### src/trail_overhead_map.svh
// Frame geometry, overhead positions, codes and timing for the trail overhead inserter.
// Assumes 0-based row and column counts of a 9 x 4320 octet frame.
`ifndef TRAIL_OVERHEAD_MAP_SVH
`define TRAIL_OVERHEAD_MAP_SVH

// Frame geometry
`define FRAME_COLS 13'd4320
`define FRAME_ROWS 4'd9
`define REGENERATOR_OVERHEAD_ROWS 4'd3
`define OH_COLS 13'd144
`define BIP_LANES 6'd48
// Parity bytes: row 5, columns 1..48
`define PAR_ROW 4'd4
`define PAR_COL_END 13'd48
// Protection byte two and remote error byte positions
`define PROT_ROW 4'd4
`define PROT_COL 13'd96
`define ERR_ROW 4'd8
`define ERR_COL 13'd98
// Codes in bits 6-8 of the protection byte
`define RDI_CODE 3'h6
`define AIS_CODE 3'h7
`define CLEAR_CODE 3'h0
`define ERR_MAX 8'hFF
// Timing: defect reaction limit counted in frames
`define RDI_LIMIT_US 250
`define FRAME_US 125
`define RDI_LIMIT_FRAMES (`RDI_LIMIT_US / `FRAME_US)

`endif

### src/trail_overhead_pkg.sv
// Types shared by the trail overhead inserter.
// Assumes trail_overhead_map.svh supplies all numeric constants.
package trail_overhead_pkg;
    typedef logic [7:0] octet_t;
    // Protection scheme in use on the section
    typedef enum logic [1:0] {
        PROT_NONE = 2'h0,
        PROT_LINEAR = 2'h1,
        PROT_SPRING = 2'h3
    } prot_mode_t;
endpackage

### src/ms_trail_overhead_inserter.sv
// Multiplex section trail source: inserts parity, remote error and remote defect overhead.
// Assumes the frame clock, data and start come from another domain and are slow
// enough (at least 4 sys_clk cycles per half period) to be sampled by sys_clk.
`timescale 1ns/10ps
`include "trail_overhead_map.svh"

module ms_trail_overhead_inserter #(
    // Octets per row; overhead positions assume at least 145 columns
    parameter logic [12:0] NUM_COLS = `FRAME_COLS
) (
    input wire logic sys_clk,
    input wire logic rst,
    input wire logic adapted_frame_clock_in,
    input wire logic adapted_frame_start_in,
    input wire trail_overhead_pkg::octet_t adapted_frame_data_in,
    input wire logic [8:0] remote_error_count_in,
    input wire logic remote_defect_in,
    input wire trail_overhead_pkg::prot_mode_t prot_mode_in,
    output logic trail_frame_clock_out,
    output logic trail_frame_start_out,
    output trail_overhead_pkg::octet_t trail_frame_data_out
);
    import trail_overhead_pkg::*;

    ////////////////////////////////////////////////////////////////////////////////
    // Link sampling

    logic clk_s1_r, clk_s2_r, clk_s3_r; // Frame clock synchroniser and edge history
    logic fs_s1_r, fs_s2_r; // Frame start synchroniser
    octet_t dat_s1_r, dat_s2_r; // Data synchroniser

    // Two flops on every link input, a third on the clock for edge history; data and start are read from the second stage
    always_ff @(posedge sys_clk) begin
        if (rst) begin
            clk_s1_r <= 1'b0;
            clk_s2_r <= 1'b0;
            clk_s3_r <= 1'b0;
            fs_s1_r <= 1'b0;
            fs_s2_r <= 1'b0;
            dat_s1_r <= 8'h00;
            dat_s2_r <= 8'h00;
        end else begin
            clk_s1_r <= adapted_frame_clock_in;
            clk_s2_r <= clk_s1_r;
            clk_s3_r <= clk_s2_r;
            fs_s1_r <= adapted_frame_start_in;
            fs_s2_r <= fs_s1_r;
            dat_s1_r <= adapted_frame_data_in;
            dat_s2_r <= dat_s1_r;
        end
    end

    // One strobe per rising frame clock edge marks a new octet
    wire strobe = clk_s2_r & ~clk_s3_r;

    ////////////////////////////////////////////////////////////////////////////////
    // Frame position

    logic [12:0] col_r; // Column of the last octet
    logic [3:0] row_r; // Row of the last octet
    logic [5:0] lane_r; // Parity lane of the last octet

    // Frame start forces the origin, so a slip in the stream realigns at once
    wire col_wrap = (col_r == NUM_COLS - 13'd1);
    wire [12:0] cur_col = (fs_s2_r | col_wrap) ? 13'h0000 : col_r + 13'd1;
    wire row_wrap = (row_r == `FRAME_ROWS - 4'd1);
    wire [3:0] cur_row = fs_s2_r ? 4'h0 : (col_wrap ? (row_wrap ? 4'h0 : row_r + 4'd1) : row_r);
    wire lane_wrap = (lane_r == `BIP_LANES - 6'd1);
    wire [5:0] cur_lane = (fs_s2_r | col_wrap | lane_wrap) ? 6'h00 : lane_r + 6'd1;

    // Byte class decode
    wire in_regenerator_overhead = (cur_row < `REGENERATOR_OVERHEAD_ROWS) && (cur_col < `OH_COLS);
    wire is_par = (cur_row == `PAR_ROW) && (cur_col < `PAR_COL_END);
    wire is_prot = (cur_row == `PROT_ROW) && (cur_col == `PROT_COL);
    wire is_err = (cur_row == `ERR_ROW) && (cur_col == `ERR_COL);

    // Track the position of each accepted octet
    always_ff @(posedge sys_clk) begin
        if (rst) begin
            col_r <= NUM_COLS - 13'd1;
            row_r <= `FRAME_ROWS - 4'd1;
            lane_r <= `BIP_LANES - 6'd1;
        end else if (strobe) begin
            col_r <= cur_col;
            row_r <= cur_row;
            lane_r <= cur_lane;
        end
    end

    ////////////////////////////////////////////////////////////////////////////////
    // Overhead values

    octet_t acc_r [0:47]; // Running parity per lane for this frame
    octet_t bip_r [0:47]; // Finished parity of the previous frame

    // Remote error count clipped to one octet
    wire err_big = (remote_error_count_in > 9'h0FF); // Count does not fit one octet
    wire [7:0] err_byte = err_big ? `ERR_MAX : remote_error_count_in[7:0];

    // Incoming codes 110 and 111 in bits 6-8 are forbidden unless the ring owns these bits
    wire [2:0] k_in = dat_s2_r[2:0];
    wire k_reserved = (k_in == `AIS_CODE) || (k_in == `RDI_CODE);
    wire [2:0] k_out = remote_defect_in ? `RDI_CODE
                     : (prot_mode_in == PROT_SPRING) ? k_in
                     : k_reserved ? `CLEAR_CODE
                     : k_in;

    // Output octet selection; everything else passes untouched
    wire [7:0] byte_nxt = is_par ? bip_r[cur_lane]
                        : is_err ? err_byte
                        : is_prot ? {dat_s2_r[7:3], k_out}
                        : dat_s2_r;

    // Parity accumulation over the outgoing octets; regenerator overhead skipped
    always_ff @(posedge sys_clk) begin
        if (rst) begin
            for (int i = 0; i < 48; i++) begin
                acc_r[i] <= 8'h00;
                bip_r[i] <= 8'h00;
            end
        end else if (strobe && fs_s2_r) begin
            // First octet is regenerator overhead, so the new sum starts empty
            for (int i = 0; i < 48; i++) begin
                bip_r[i] <= acc_r[i];
                acc_r[i] <= 8'h00;
            end
        end else if (strobe && !in_regenerator_overhead) begin
            acc_r[cur_lane] <= acc_r[cur_lane] ^ byte_nxt;
        end
    end

    ////////////////////////////////////////////////////////////////////////////////
    // Output stage

    // Data and start change on the strobe, the clock rises one cycle later
    always_ff @(posedge sys_clk) begin
        if (rst) begin
            trail_frame_data_out <= 8'h00;
            trail_frame_start_out <= 1'b0;
            trail_frame_clock_out <= 1'b0;
        end else begin
            trail_frame_clock_out <= clk_s3_r;
            if (strobe) begin
                trail_frame_data_out <= byte_nxt;
                trail_frame_start_out <= fs_s2_r;
            end
        end
    end

    ////////////////////////////////////////////////////////////////////////////////
    // Checks

    logic prot_pulse_r; // Protection byte just emitted
    logic [1:0] rdi_frames_r; // Protection bytes seen while the defect stays active

    // Helper for the defect reaction bound
    always_ff @(posedge sys_clk) begin
        if (rst) begin
            prot_pulse_r <= 1'b0;
            rdi_frames_r <= 2'h0;
        end else begin
            prot_pulse_r <= strobe && is_prot;
            if (!remote_defect_in)
                rdi_frames_r <= 2'h0;
            else if (strobe && is_prot && rdi_frames_r != 2'h3)
                rdi_frames_r <= rdi_frames_r + 2'h1;
        end
    end

    chk_defect_code_set: assert property (@(posedge sys_clk) disable iff (rst)
        prot_pulse_r && rdi_frames_r >= `RDI_LIMIT_FRAMES |-> trail_frame_data_out[2:0] == `RDI_CODE)
        else $error("defect code missing in protection byte");
    chk_no_reserved_code: assert property (@(posedge sys_clk) disable iff (rst)
        prot_pulse_r && !$past(remote_defect_in) && prot_mode_in != PROT_SPRING
        |-> trail_frame_data_out[2:0] != `AIS_CODE && trail_frame_data_out[2:0] != `RDI_CODE)
        else $error("reserved code sent without defect");
    chk_clear_replace: assert property (@(posedge sys_clk) disable iff (rst)
        strobe && is_prot && !remote_defect_in && prot_mode_in != PROT_SPRING && k_reserved
        |=> trail_frame_data_out[2:0] == `CLEAR_CODE)
        else $error("reserved code not replaced by zero");
    chk_pass_normal: assert property (@(posedge sys_clk) disable iff (rst)
        strobe && is_prot && !remote_defect_in && !k_reserved
        |=> trail_frame_data_out == $past(dat_s2_r))
        else $error("normal protection code altered");
    chk_ring_pass: assert property (@(posedge sys_clk) disable iff (rst)
        strobe && is_prot && !remote_defect_in && prot_mode_in == PROT_SPRING
        |=> trail_frame_data_out == $past(dat_s2_r))
        else $error("ring code altered");
    chk_error_byte: assert property (@(posedge sys_clk) disable iff (rst)
        strobe && is_err |=> trail_frame_data_out ==
            (($past(remote_error_count_in) > 9'h0FF) ? 8'hFF : $past(remote_error_count_in[7:0])))
        else $error("remote error byte wrong");
    chk_parity_insert: assert property (@(posedge sys_clk) disable iff (rst)
        strobe && is_par |=> trail_frame_data_out == $past(bip_r[cur_lane]))
        else $error("parity byte not from previous frame");
    chk_parity_accum: assert property (@(posedge sys_clk) disable iff (rst)
        strobe && !fs_s2_r && !in_regenerator_overhead |=> acc_r[$past(cur_lane)] ==
            ($past(acc_r[cur_lane]) ^ trail_frame_data_out))
        else $error("parity lane not updated");
    chk_payload_pass: assert property (@(posedge sys_clk) disable iff (rst)
        strobe && !is_par && !is_err && !is_prot
        |=> trail_frame_data_out == $past(dat_s2_r) && trail_frame_start_out == $past(fs_s2_r))
        else $error("payload or start not forwarded");
    chk_clock_follow: assert property (@(posedge sys_clk) disable iff (rst)
        strobe |=> !trail_frame_clock_out ##1 trail_frame_clock_out)
        else $error("output clock edge out of place");
endmodule

### config.mk
export PLATFORM = sky130hd
export DESIGN_NAME = ms_trail_overhead_inserter
export DESIGN_NICKNAME = d
export VERILOG_FILES = /design/src/trail_overhead_pkg.sv /design/src/ms_trail_overhead_inserter.sv
export VERILOG_INCLUDE_DIRS = /design/src
export SDC_FILE = /design/constraint.sdc
export NUM_CORES = 1
export LEC_CHECK = 0
export BUFFER_PORTS_ARGS = -buffer_cell sky130_fd_sc_hd__buf_2
export CAP_MARGIN = 10
export CORE_MARGIN = 2
export CORE_UTILIZATION = 30
export CTS_BUF_LIST = sky130_fd_sc_hd__clkbuf_4 sky130_fd_sc_hd__clkbuf_8
export CTS_CLUSTER_DIAMETER = 100
export CTS_CLUSTER_SIZE = 14
export DETAILED_ROUTE_END_ITERATION = 8
export PLACE_DENSITY_LB_ADDON = 0.05
export SLEW_MARGIN = 20
export SYNTH_ARGS = -nofsm -noshare
export SYNTH_HDL_FRONTEND = slang
export SYNTH_SLANG_ARGS = --single-unit
### constraint.sdc
create_clock -name sys_clk -period 9.8 [get_ports sys_clk]
set_clock_uncertainty 0.05 [all_clocks]
set_input_delay 0.98 -clock sys_clk [delete_from_list [all_inputs] [get_ports sys_clk]]
set_output_delay 0.98 -clock sys_clk [all_outputs]
set_load 0.05 [all_outputs]
After elaboration in Yosys (flattened, before gate mapping)
Memories as Yosys holds them, arrays and structs flattened.
Index checks and enable logic that the tools add are counted.
{ "totals": {"ff_bits": 54, "ramBits": 768, "input_bits": 24, "output_inout_bits": 10, "n_memories": 2} }
{ "memory_table": {"columns": ["memory", "depth", "width", "read_ports", "rd_clocked_by_memory_dff", "wr", "line_no", "rtl"], "rows": [
  ["acc_r", 48, 8, 49, 0, 48, "ms_trail_overhead_inserter.sv:93", "octet_t acc_r [0:47];"],
  ["bip_r", 48, 8, 1, 0, 48, "ms_trail_overhead_inserter.sv:94", "octet_t bip_r [0:47];"]
]} }
{ "classes": {"addsub": 3, "magnitude_cmp": 4, "n_eq_ne": 10, "n_mux": 120, "bitwise_logic": 101, "reduce_logical": 9} }
{ "op_table": {"columns": ["operator", "count"], "rows": [
  ["8-bit two-way mux", 100],
  ["1-bit OR", 98],
  ["13-bit by 7-bit == test with 1-bit output (second input constant)", 2],
  ["13-bit by 1-bit adder with 13-bit output (second input constant)", 1],
  ["13-bit == test (second input constant)", 1],
  ["13-bit by 6-bit less-than comparator with 1-bit output (second input constant)", 1],
  ["13-bit by 8-bit less-than comparator with 1-bit output (second input constant)", 1],
  ["13-bit two-way mux", 1],
  ["3-bit two-way mux", 4],
  ["4-bit two-way mux", 3],
  ["6-bit two-way mux", 2],
  ["1-bit two-way mux", 10],
  ["9-bit by 8-bit > comparator with 1-bit output (second input constant)", 1],
  ["4-bit == test (second input constant)", 2],
  ["8-bit OR reduction", 1],
  ["8-bit XOR", 1],
  ["6-bit by 1-bit adder with 6-bit output (second input constant)", 1],
  ["3-bit == test (second input constant)", 2],
  ["6-bit == test (second input constant)", 1],
  ["1-bit logical AND", 6],
  ["4-bit by 1-bit adder with 4-bit output (second input constant)", 1],
  ["4-bit by 3-bit == test with 1-bit output (second input constant)", 1],
  ["4-bit by 2-bit less-than comparator with 1-bit output (second input constant)", 1],
  ["2-bit == test (second input constant)", 1],
  ["4 further kinds", 4]
]} }

Longest topological paths before layout
Gate-level depths: netlist of the first run.
{ "depth": {"ltp_word": 14, "ltp_mapped": 17, "depth_no_buf": 11} }

Least setup slack after synthesis of the first run
Ideal clock, no wire load.
{ "synth_path": {"path_kind": "input to register", "startpoint": "in rst", "endpoint": "mem bip_r[0][0] in the netlist's numbering (enable)", "setup_time_ns": 0.731, "arrival_ns": 9.097, "required_time_ns": 9.019, "path_slack_ns": -0.077, "cell_stages": 5, "n_path_buf": 3, "path_cell_list": "clkbuf_1 a21oi_1 clkbuf_1 clkbuf_1 inv_1"} }
{ "synth_rtl": {"columns": ["element", "line_no", "rtl"], "rows": [
  ["from (decl)", "ms_trail_overhead_inserter.sv:12", "input wire logic rst,"],
  ["to (decl)", "ms_trail_overhead_inserter.sv:94", null]
]} }

==> results.md, run 1 <==
- Clock power share: 27.3%
- P&R area growth vs syn: 9.771%
- Final Max Slew Viols: 0
- Crit-path max cell delay: 0.90 ns
- Vias in the first global route: 29390
- Crit Path Max Fanout: 62
- Final worst-path setup slack: 2.323 ns
- Maximum clock path buffer count: 3
- Worst path most repeated cell: buf_4
- DRC Markers: 0
- Critical path's top delay family: simple AND/OR/NAND/NOR gates
- Buf+Inv Stages, Crit Path: 3
- Initial DRC Count: 3516
- Pre-Repair DR Iteration Count: 8
- Slew HR: 20.70%
- Max Fclk: 133.7 MHz
- Asr flop ratio synth: 0%
- Most instantiated library cell after synthesis: edfxtp_1
- Worst path required time: 10.11 ns
- Fin crit period: 7.477 ns
- All-Layer GR Usage: 24.94%
- Pint: around 0.0057 W
- Post-CTS Setup Inserts: 0
- Total number of cells along the worst setup path: 13
- Largest net degree at the start of global routing: 256
- HP Class: in2reg
- Vias per cell: 5.720
- Final worst-path cycle share: 76.29%
- Clk slew on worst S/H paths: 0.11 ns
- Cts bufs inserted: between 70 and 80
- YS warnings: 0
- Syn nets: between 3000 and 4000
- HP Start: adapted_frame_data_in[1]
- RSZ-0062 raised after global routing: false
- Worst-skew pair later-pin latency: a little over 0.8 ns
- Hold Buf Count CTS: 0
- Row count: 136
- Final setup viols: 0
- Power per cell area: roughly 180 mW/mm2
- Reg area: 0.02799 mm2
- Clock Sinks: 950
- Clock root cell: clkbuf_8
- Synth area leader: edfxtp_1
- Gpl congestion: 0.8521
- Multi-input logic area: 0.01301 mm2
- Placed cell area: 0.04445 mm2
- Core footprint: 0.1378 mm2
- Fin area: 0.04579 mm2
- Final ANT Viol Nets: 0
- Die area: 0.1421 mm2
- Crit end category: flip-flop
- Io pins: 34
- NumNets Final: roughly 3400
- Synth top area cells: edfxtp_1 64%, and2_1 4.2%, a21oi_1 3.4%
- HPWL after detailed placement: 114700 um
- Share of layout cells above drive strength 1: between 10% and 20%
- Startpoint Class: flip-flop
- Power after layout: 0.008336 W
- Worst setup path startpoint: lane_r[1]
- GR Overflow Total: 0
- CP Cell Sequence: ha_2 -> xor2_4 -> buf_4 -> o221ai_1 -> nor2_4 -> buf_12 -> o22ai_1 -> or3_1 -> a2111oi_0 -> nor4bb_1 -> or3_2 -> buf_4 -> nand2_1
- Post-Syn Area: 0.04172 mm2
- Starting Density: 30.27%
- EDFF count, synth: 896
- Critical path arrival: 7.79 ns
- Hold Path Cell Cnt: 2
- CP max stage cell: a2111oi_0
- Status: finished clean
- Comb power frac: 16.4%
- TNS Setup: 0 ns
- Post-Synthesis Cells: 3402
- Seq pwr share: 56.3%
- Sw Share: around a third
- Sequential area share after synthesis: 67.09%
- Post-synth top area share: 64.50%
- First-pass GRT wire length: 246300 um
- Static Leak: 15.31 nW
- Least-Margin Pin Slew: 1.180 ns
- Place WS: around 2.3 ns
- Die Ht: 376.9 um
- DR vias: 29640
- Synth Flop Type: edfxtp_1
- CTS tree: yes
- Post-CTS sizing: 0
- Final Util: 33.22%
- Max cap viols: 0
- DIE WIDTH: 376.9 um
- Switch Pwr: 0.002618 W
- Synth cell types: 86
- DR WL/cell: 34.45 um
- VDD IR-drop max: 0.07892 mV
- Buffers on Ports: 33
- Yosys reg bits: 950
- R2R depth: 13
- Most frequent cells after synthesis: 896 x edfxtp_1, 327 x nor2_1, 283 x a21oi_1, 278 x and2_1, 185 x nand2_1
- Fillcell total: 13650
- Mapped Avg Cell Area: 12.26 um2
- Routed WL: 178500 um
- Worst r2r src: lane_r[1]
- Fin. Hold Viols: 0
- Crit path kind: reg2reg
- Initial antenna violation count: 15
- Htree depth: 3
per-stage QoR:
stage | std cells | hold WS [ns]
finish | 5182 | 0.3363
global route | 5180 | 0.2913
CTS | 5179 | 0.2507
detailed placement | 5070 | 0.3731
global placement | 5068 | 0.3723
floorplan | 3402 | 0.3638
state kept, by name, indices dropped and copies added, names as in the netlist:
register	count
col_r	13
bip_r	384
trail_frame_start_out	1
clk_s2_r	1
trail_frame_clock_out	1
clk_s1_r	1
acc_r	512
fs_s1_r	1
dat_s2_r	8
trail_frame_data_out	8
fs_s2_r	1
row_r	4
lane_r	6
dat_s1_r	8
clk_s3_r	1
power by group through the flow:
| stage | Clock, W | Combinational (W) | Sequential [W] |
|---|---|---|---|
| 2_1_floorplan | 0 | 0.000659 | 0.00476 |
| 6_report | 0.00228 | 0.00137 | 0.00469 |
| 3_3_place_gp | 0 | 0.00135 | 0.00478 |
| 3_5_place_dp | 0 | 0.00136 | 0.00478 |
| 4_1_cts | 0.00234 | 0.00136 | 0.00469 |
| 5_1_grt | 0.00246 | 0.00141 | 0.00471 |
worst paths after layout:
path / end / slack, ns
hold / removal: dat_s1_r[1] / 0.34
setup reg to reg: acc_r[54][1] / 2.32
setup / recovery: acc_r[54][1] / 2.32
hold reg to reg: dat_s2_r[2] / 0.40
metal layers:
metal | vias up | global-route usage (%) | part of all wire (%)
met2 | 1082 | 40.66 | 47
met3 | 252 | 3.747 | 5.9
li1 | 12740 | - | -
met1 | 15560 | 34.41 | 44
met5 | - | 0 | 0.030
met4 | 8 | 7.004 | 3.0
area by class of cell:
cell class / instances / share of cell area [%]
flip-flops and latches: 950 / 61.11
multi-input cells: 2158 / 28.42
well taps: 1794 / 4.902
clock buffers: 102 / 2.792
repair buffers: 152 / 2.508
inverters: 16 / 0.1393
clock inverters: 7 / 0.1093
diodes: 3 / 0.01639
logic make-up (layout without fill, tap and decap cells):
logic type	after synthesis	after routing	share of synthesized area [%]
compound gates	813	813	12.58
simple gates	1298	1298	16.22
fa+ha+maj	4	4	0.1200
mux	31	31	0.7768
buf+inv	294	277	2.960
other cells	0	3	0
flops	950	950	67.09
xor+xnor	12	12	0.2519
cell usage in the layout, fill, tap and decap left out, types with 7 or more instances in the layout:
master / synthesis / layout
o21ai_0: 87 / 86
o21a_1: 7 / 7
inv_1: 13 / 12
and2_1: 278 / 278
a222oi_1: 7 / 7
mux2_2: 11 / 11
nand4_1: 14 / 14
or4_1: 11 / 11
nor4_1: 89 / 66
nor2_1: 327 / 321
nor4_2: 0 / 17
buf_2: 77 / 32
or3_1: 72 / 69
a22oi_1: 15 / 15
buf_12: 0 / 7
a211oi_1: 7 / 7
buf_4: 7 / 113
a22o_1: 8 / 8
nor2b_1: 138 / 137
nor3_1: 29 / 27
o41ai_1: 10 / 10
nand2_1: 185 / 184
o22a_1: 7 / 7
a21oi_1: 283 / 280
edfxtp_1: 896 / 896
clkbuf_8: 0 / 82
mux2i_1: 20 / 20
clkbuf_4: 0 / 20
o22ai_1: 172 / 172
dfxtp_1: 54 / 54
o31ai_1: 13 / 12
a221oi_1: 10 / 10
a31oi_1: 13 / 13
nand3_1: 102 / 97
and3_1: 16 / 15
o211ai_1: 24 / 24
o221a_2: 7 / 7
o221ai_1: 67 / 67
nand2b_1: 11 / 8
worst register-to-register path: cells and delay by family (launching register included):
family	cells	cell delay, ns
AO/OA/AOI/OAI	3	1.62
XOR/XNOR	1	0.15
adder cells (fa/ha/maj)	1	0.34
buffers and inverters	3	1.52
flip-flops	1	0.42
AND/OR/NAND/NOR	5	2.91
Note: power is estimated with default switching activity, not from simulation.
==> inputs of run 2 (changes only) <==
==> constraint.sdc (replaced) <==
create_clock -name sys_clk -period 6.9 [get_ports sys_clk]
set_clock_uncertainty 0.05 [all_clocks]
set_input_delay 0.69 -clock sys_clk [delete_from_list [all_inputs] [get_ports sys_clk]]
set_output_delay 0.69 -clock sys_clk [all_outputs]
set_load 0.05 [all_outputs]
==> results.md, run 2 (synthesized netlist as in run 1, its figures left out) <==
- Largest net degree at the start of global routing: 258 (was 256)
- Worst-skew pair later-pin latency: 0.84 ns (was 0.83 ns)
- DR vias: 30290 (was 29640)
- Fillcell total: 13660 (was 13650)
- Vias in the first global route: 30300 (was 29390)
- Io pins: 34 (unchanged)
- Pre-Repair DR Iteration Count: 7 (was 8)
- Least-Margin Pin Slew: 1.297 ns (was 1.180 ns)
- Worst hold slack: 0.08229 ns (was 0.3363 ns)
- DIE WIDTH: 376.9 um (unchanged)
- Grt met1 use: 34.95% (was 34.41%)
- Fin. Hold Viols: 0 (unchanged)
- Power per cell area: 257.3 mW/mm2 (was 182.0 mW/mm2)
- Final Max Slew Viols: 0 (unchanged)
- Startpoint Class: flip-flop (unchanged)
- DRC Markers: 0 (unchanged)
- Static Leak: 16.09 nW (was 15.31 nW)
- Status: finished clean (unchanged)
- Worst r2r src: col_r[0] (was lane_r[1])
- Max cap viols: 0 (unchanged)
- CP Cell Sequence: ha_1 -> nand4_1 -> buf_4 -> nor3_4 -> buf_4 -> buf_4 -> nor2_1 -> buf_4 -> a22o_1 -> o41ai_1 -> o211ai_1 -> nor4bb_1 -> buf_4 -> or3_2 -> buf_4 -> a21oi_1 (was ha_2 -> xor2_4 -> buf_4 -> o221ai_1 -> nor2_4 -> buf_12 -> o22ai_1 -> or3_1 -> a2111oi_0 -> nor4bb_1 -> or3_2 -> buf_4 -> nand2_1)
- Routed WL: 180100 um (was 178500 um)
- Most common cell after layout, fill and taps aside: edfxtp_1 (unchanged)
- Crit path kind: reg2reg (unchanged)
- Commonest non-fill, non-tap cells in the layout: 896 x edfxtp_1, 323 x nor2_1, 280 x a21oi_1 (was 896 x edfxtp_1, 321 x nor2_1, 280 x a21oi_1)
- Core footprint: 0.1378 mm2 (unchanged)
- Multi-input logic area: 0.01290 mm2 (was 0.01301 mm2)
- Initial DRC Count: 3454 (was 3516)
- Row count: 136 (unchanged)
- Clock Sinks: 950 (unchanged)
- HPWL after detailed placement: 120600 um (was 114700 um)
- CTS tree: yes (unchanged)
- Met3 Track Usage GR: 5.000% (was 3.747%)
- Starting Density: 30.27% (unchanged)
- Final setup viols: 0 (unchanged)
- Worst path most repeated cell: buf_4 (unchanged)
- Post-CTS Setup Inserts: 0 (unchanged)
- Clk slew on worst S/H paths: 0.11 ns (about the same)
- Crit end category: flip-flop (unchanged)
- Gpl congestion: 0.9156 (was 0.8521)
- Fin crit period: 6.724 ns (was 7.477 ns)
- Share of layout cells above drive strength 1: 14.41% (was 10.87%)
- Maximum clock path buffer count: 3 (unchanged)
- Vias per cell: 5.670 (was 5.720)
- NumNets Final: 3533 (was 3384)
- Critical path arrival: 7.17 ns (was 7.79 ns)
- First-pass GRT wire length: 248700 um (was 246300 um)
- Met2 Usage GRT: 39.35% (was 40.66%)
- Final worst-path cycle share: 97.45% (was 76.29%)
- Top Usage Layer GRT: met2 (unchanged)
- Crit-path max cell delay: 0.86 ns (was 0.90 ns)
- VDD IR-drop max: 0.1241 mV (was 0.07892 mV)
- Die area: 0.1421 mm2 (unchanged)
- CP max stage cell: o41ai_1 (was a2111oi_0)
- DR WL/cell: 33.70 um (was 34.45 um)
- Initial antenna violation count: 13 (was 15)
- Worst setup path startpoint: col_r[0] (was lane_r[1])
- Crit Path Max Fanout: 24 (was 62)
- Slew HR: 13.52% (was 20.70%)
- Htree depth: 3 (unchanged)
- Largest register FFs: 512 (unchanged)
- Final ANT Viol Nets: 0 (unchanged)
- Reg area: 0.02799 mm2 (unchanged)
- RSZ-0062 raised after global routing: false (unchanged)
- Largest Register: acc_r (unchanged)
- GR Overflow Total: 0 (unchanged)
- All-Layer GR Usage: 25.13% (was 24.94%)
- Buffers on Ports: 33 (unchanged)
- Worst path required time: 7.34 ns (was 10.11 ns)
- TNS Setup: 0 ns (unchanged)
- P&R area growth vs syn: 12.61% (was 9.771%)
- Max Fclk: 148.7 MHz (was 133.7 MHz)
- Critical path's top delay family: simple AND/OR/NAND/NOR gates (unchanged)
- Clock root cell: clkbuf_8 (unchanged)
- Biggest regs: acc_r x512, bip_r x384, col_r x13 (unchanged)
- Buf+Inv Stages, Crit Path: 6 (was 3)
- Cts bufs inserted: 78 (unchanged)
- HP Class: in2reg (unchanged)
- Die Ht: 376.9 um (unchanged)
- HP Start: adapted_frame_data_in[4] (was adapted_frame_data_in[1])
==> run 2: cell types whose count changed in the layout (fill, tap and decap cells not counted), moves of 2 or more <==
cell / delta
nor2_1: +2
clkinvlp_4: -5
buf_4: +134
buf_12: +6
nor2_2: -2
dlygate4sd3_1: +8
nor4_1: +7
nor4_4: -6
clkbuf_4: +17
==> run 2: worst reg2reg max path, delay by kind of cell (launching register included) <==
kind,cells,cell delay (ns)
flip-flops,1,0.52
AND/OR/NAND/NOR,5,2.14
AO/OA/AOI/OAI,4,1.60
buffers and inverters,6,1.66
adder cells (fa/ha/maj),1,0.41
==> run 2: worst paths after layout <==
kind                   to  slack (ns)  depth (start not counted)
min reg2reg   dat_s2_r[4]        0.39                          1
max          acc_r[15][2]        0.18                         16
min           dat_s1_r[4]        0.08                          2
max reg2reg  acc_r[15][2]        0.18                         16
==> run 2: layer usage <==
layer / share of wire [%] / routed length (um)
met1: 44 / 80010
met5: 0.017 / 30
met2: 45 / 81500
met4: 3.2 / 5766
met3: 7.1 / 12750
==> run 2: stage by stage <==
step / power [W] / cells / utilization (%) / setup slack, ns / area (um2)
after global placement: 0.008852 / 5210 / 32.97 / 0.3240 / 45440
final: 0.01209 / 5342 / 34.09 / 0.1757 / 46980
after detailed placement: 0.008861 / 5211 / 32.98 / 0.2022 / 45460
after floorplan: 0.007704 / 3402 / - / -0.5940 / 41770
after CTS: 0.01216 / 5339 / 34.07 / 0.1501 / 46950
after global routing: 0.01243 / 5342 / 34.09 / 0.1961 / 46980
==> run 2: layout make-up <==
class,instances,share of cell area [%]
Antenna cell,3,0.01598
Clock buffer,118,2.964
Clock inverter,2,0.04261
Inverter,16,0.1358
Multi-Input combinational cell,2158,27.46
Sequential cell,950,59.57
Tap cell,1794,4.778
Timing Repair Buffer,301,5.036
==> run 2: repair_timing <==
item,4_1_cts,5_1_grt
setup endpoints to repair,0,38
endpoints found under the hold margin,8,0
resized for setup,0,1
hold buffers,8,0
==> run 2: power by group <==
part           leakage (nW)  internal, W  switching, W  total, W
sequential             9.53      0.00657     0.0000976   0.00666
clock                 0.763      0.00128       0.00205   0.00333
combinational          5.79     0.000471       0.00162   0.00210
total                  16.1      0.00832       0.00377    0.0121
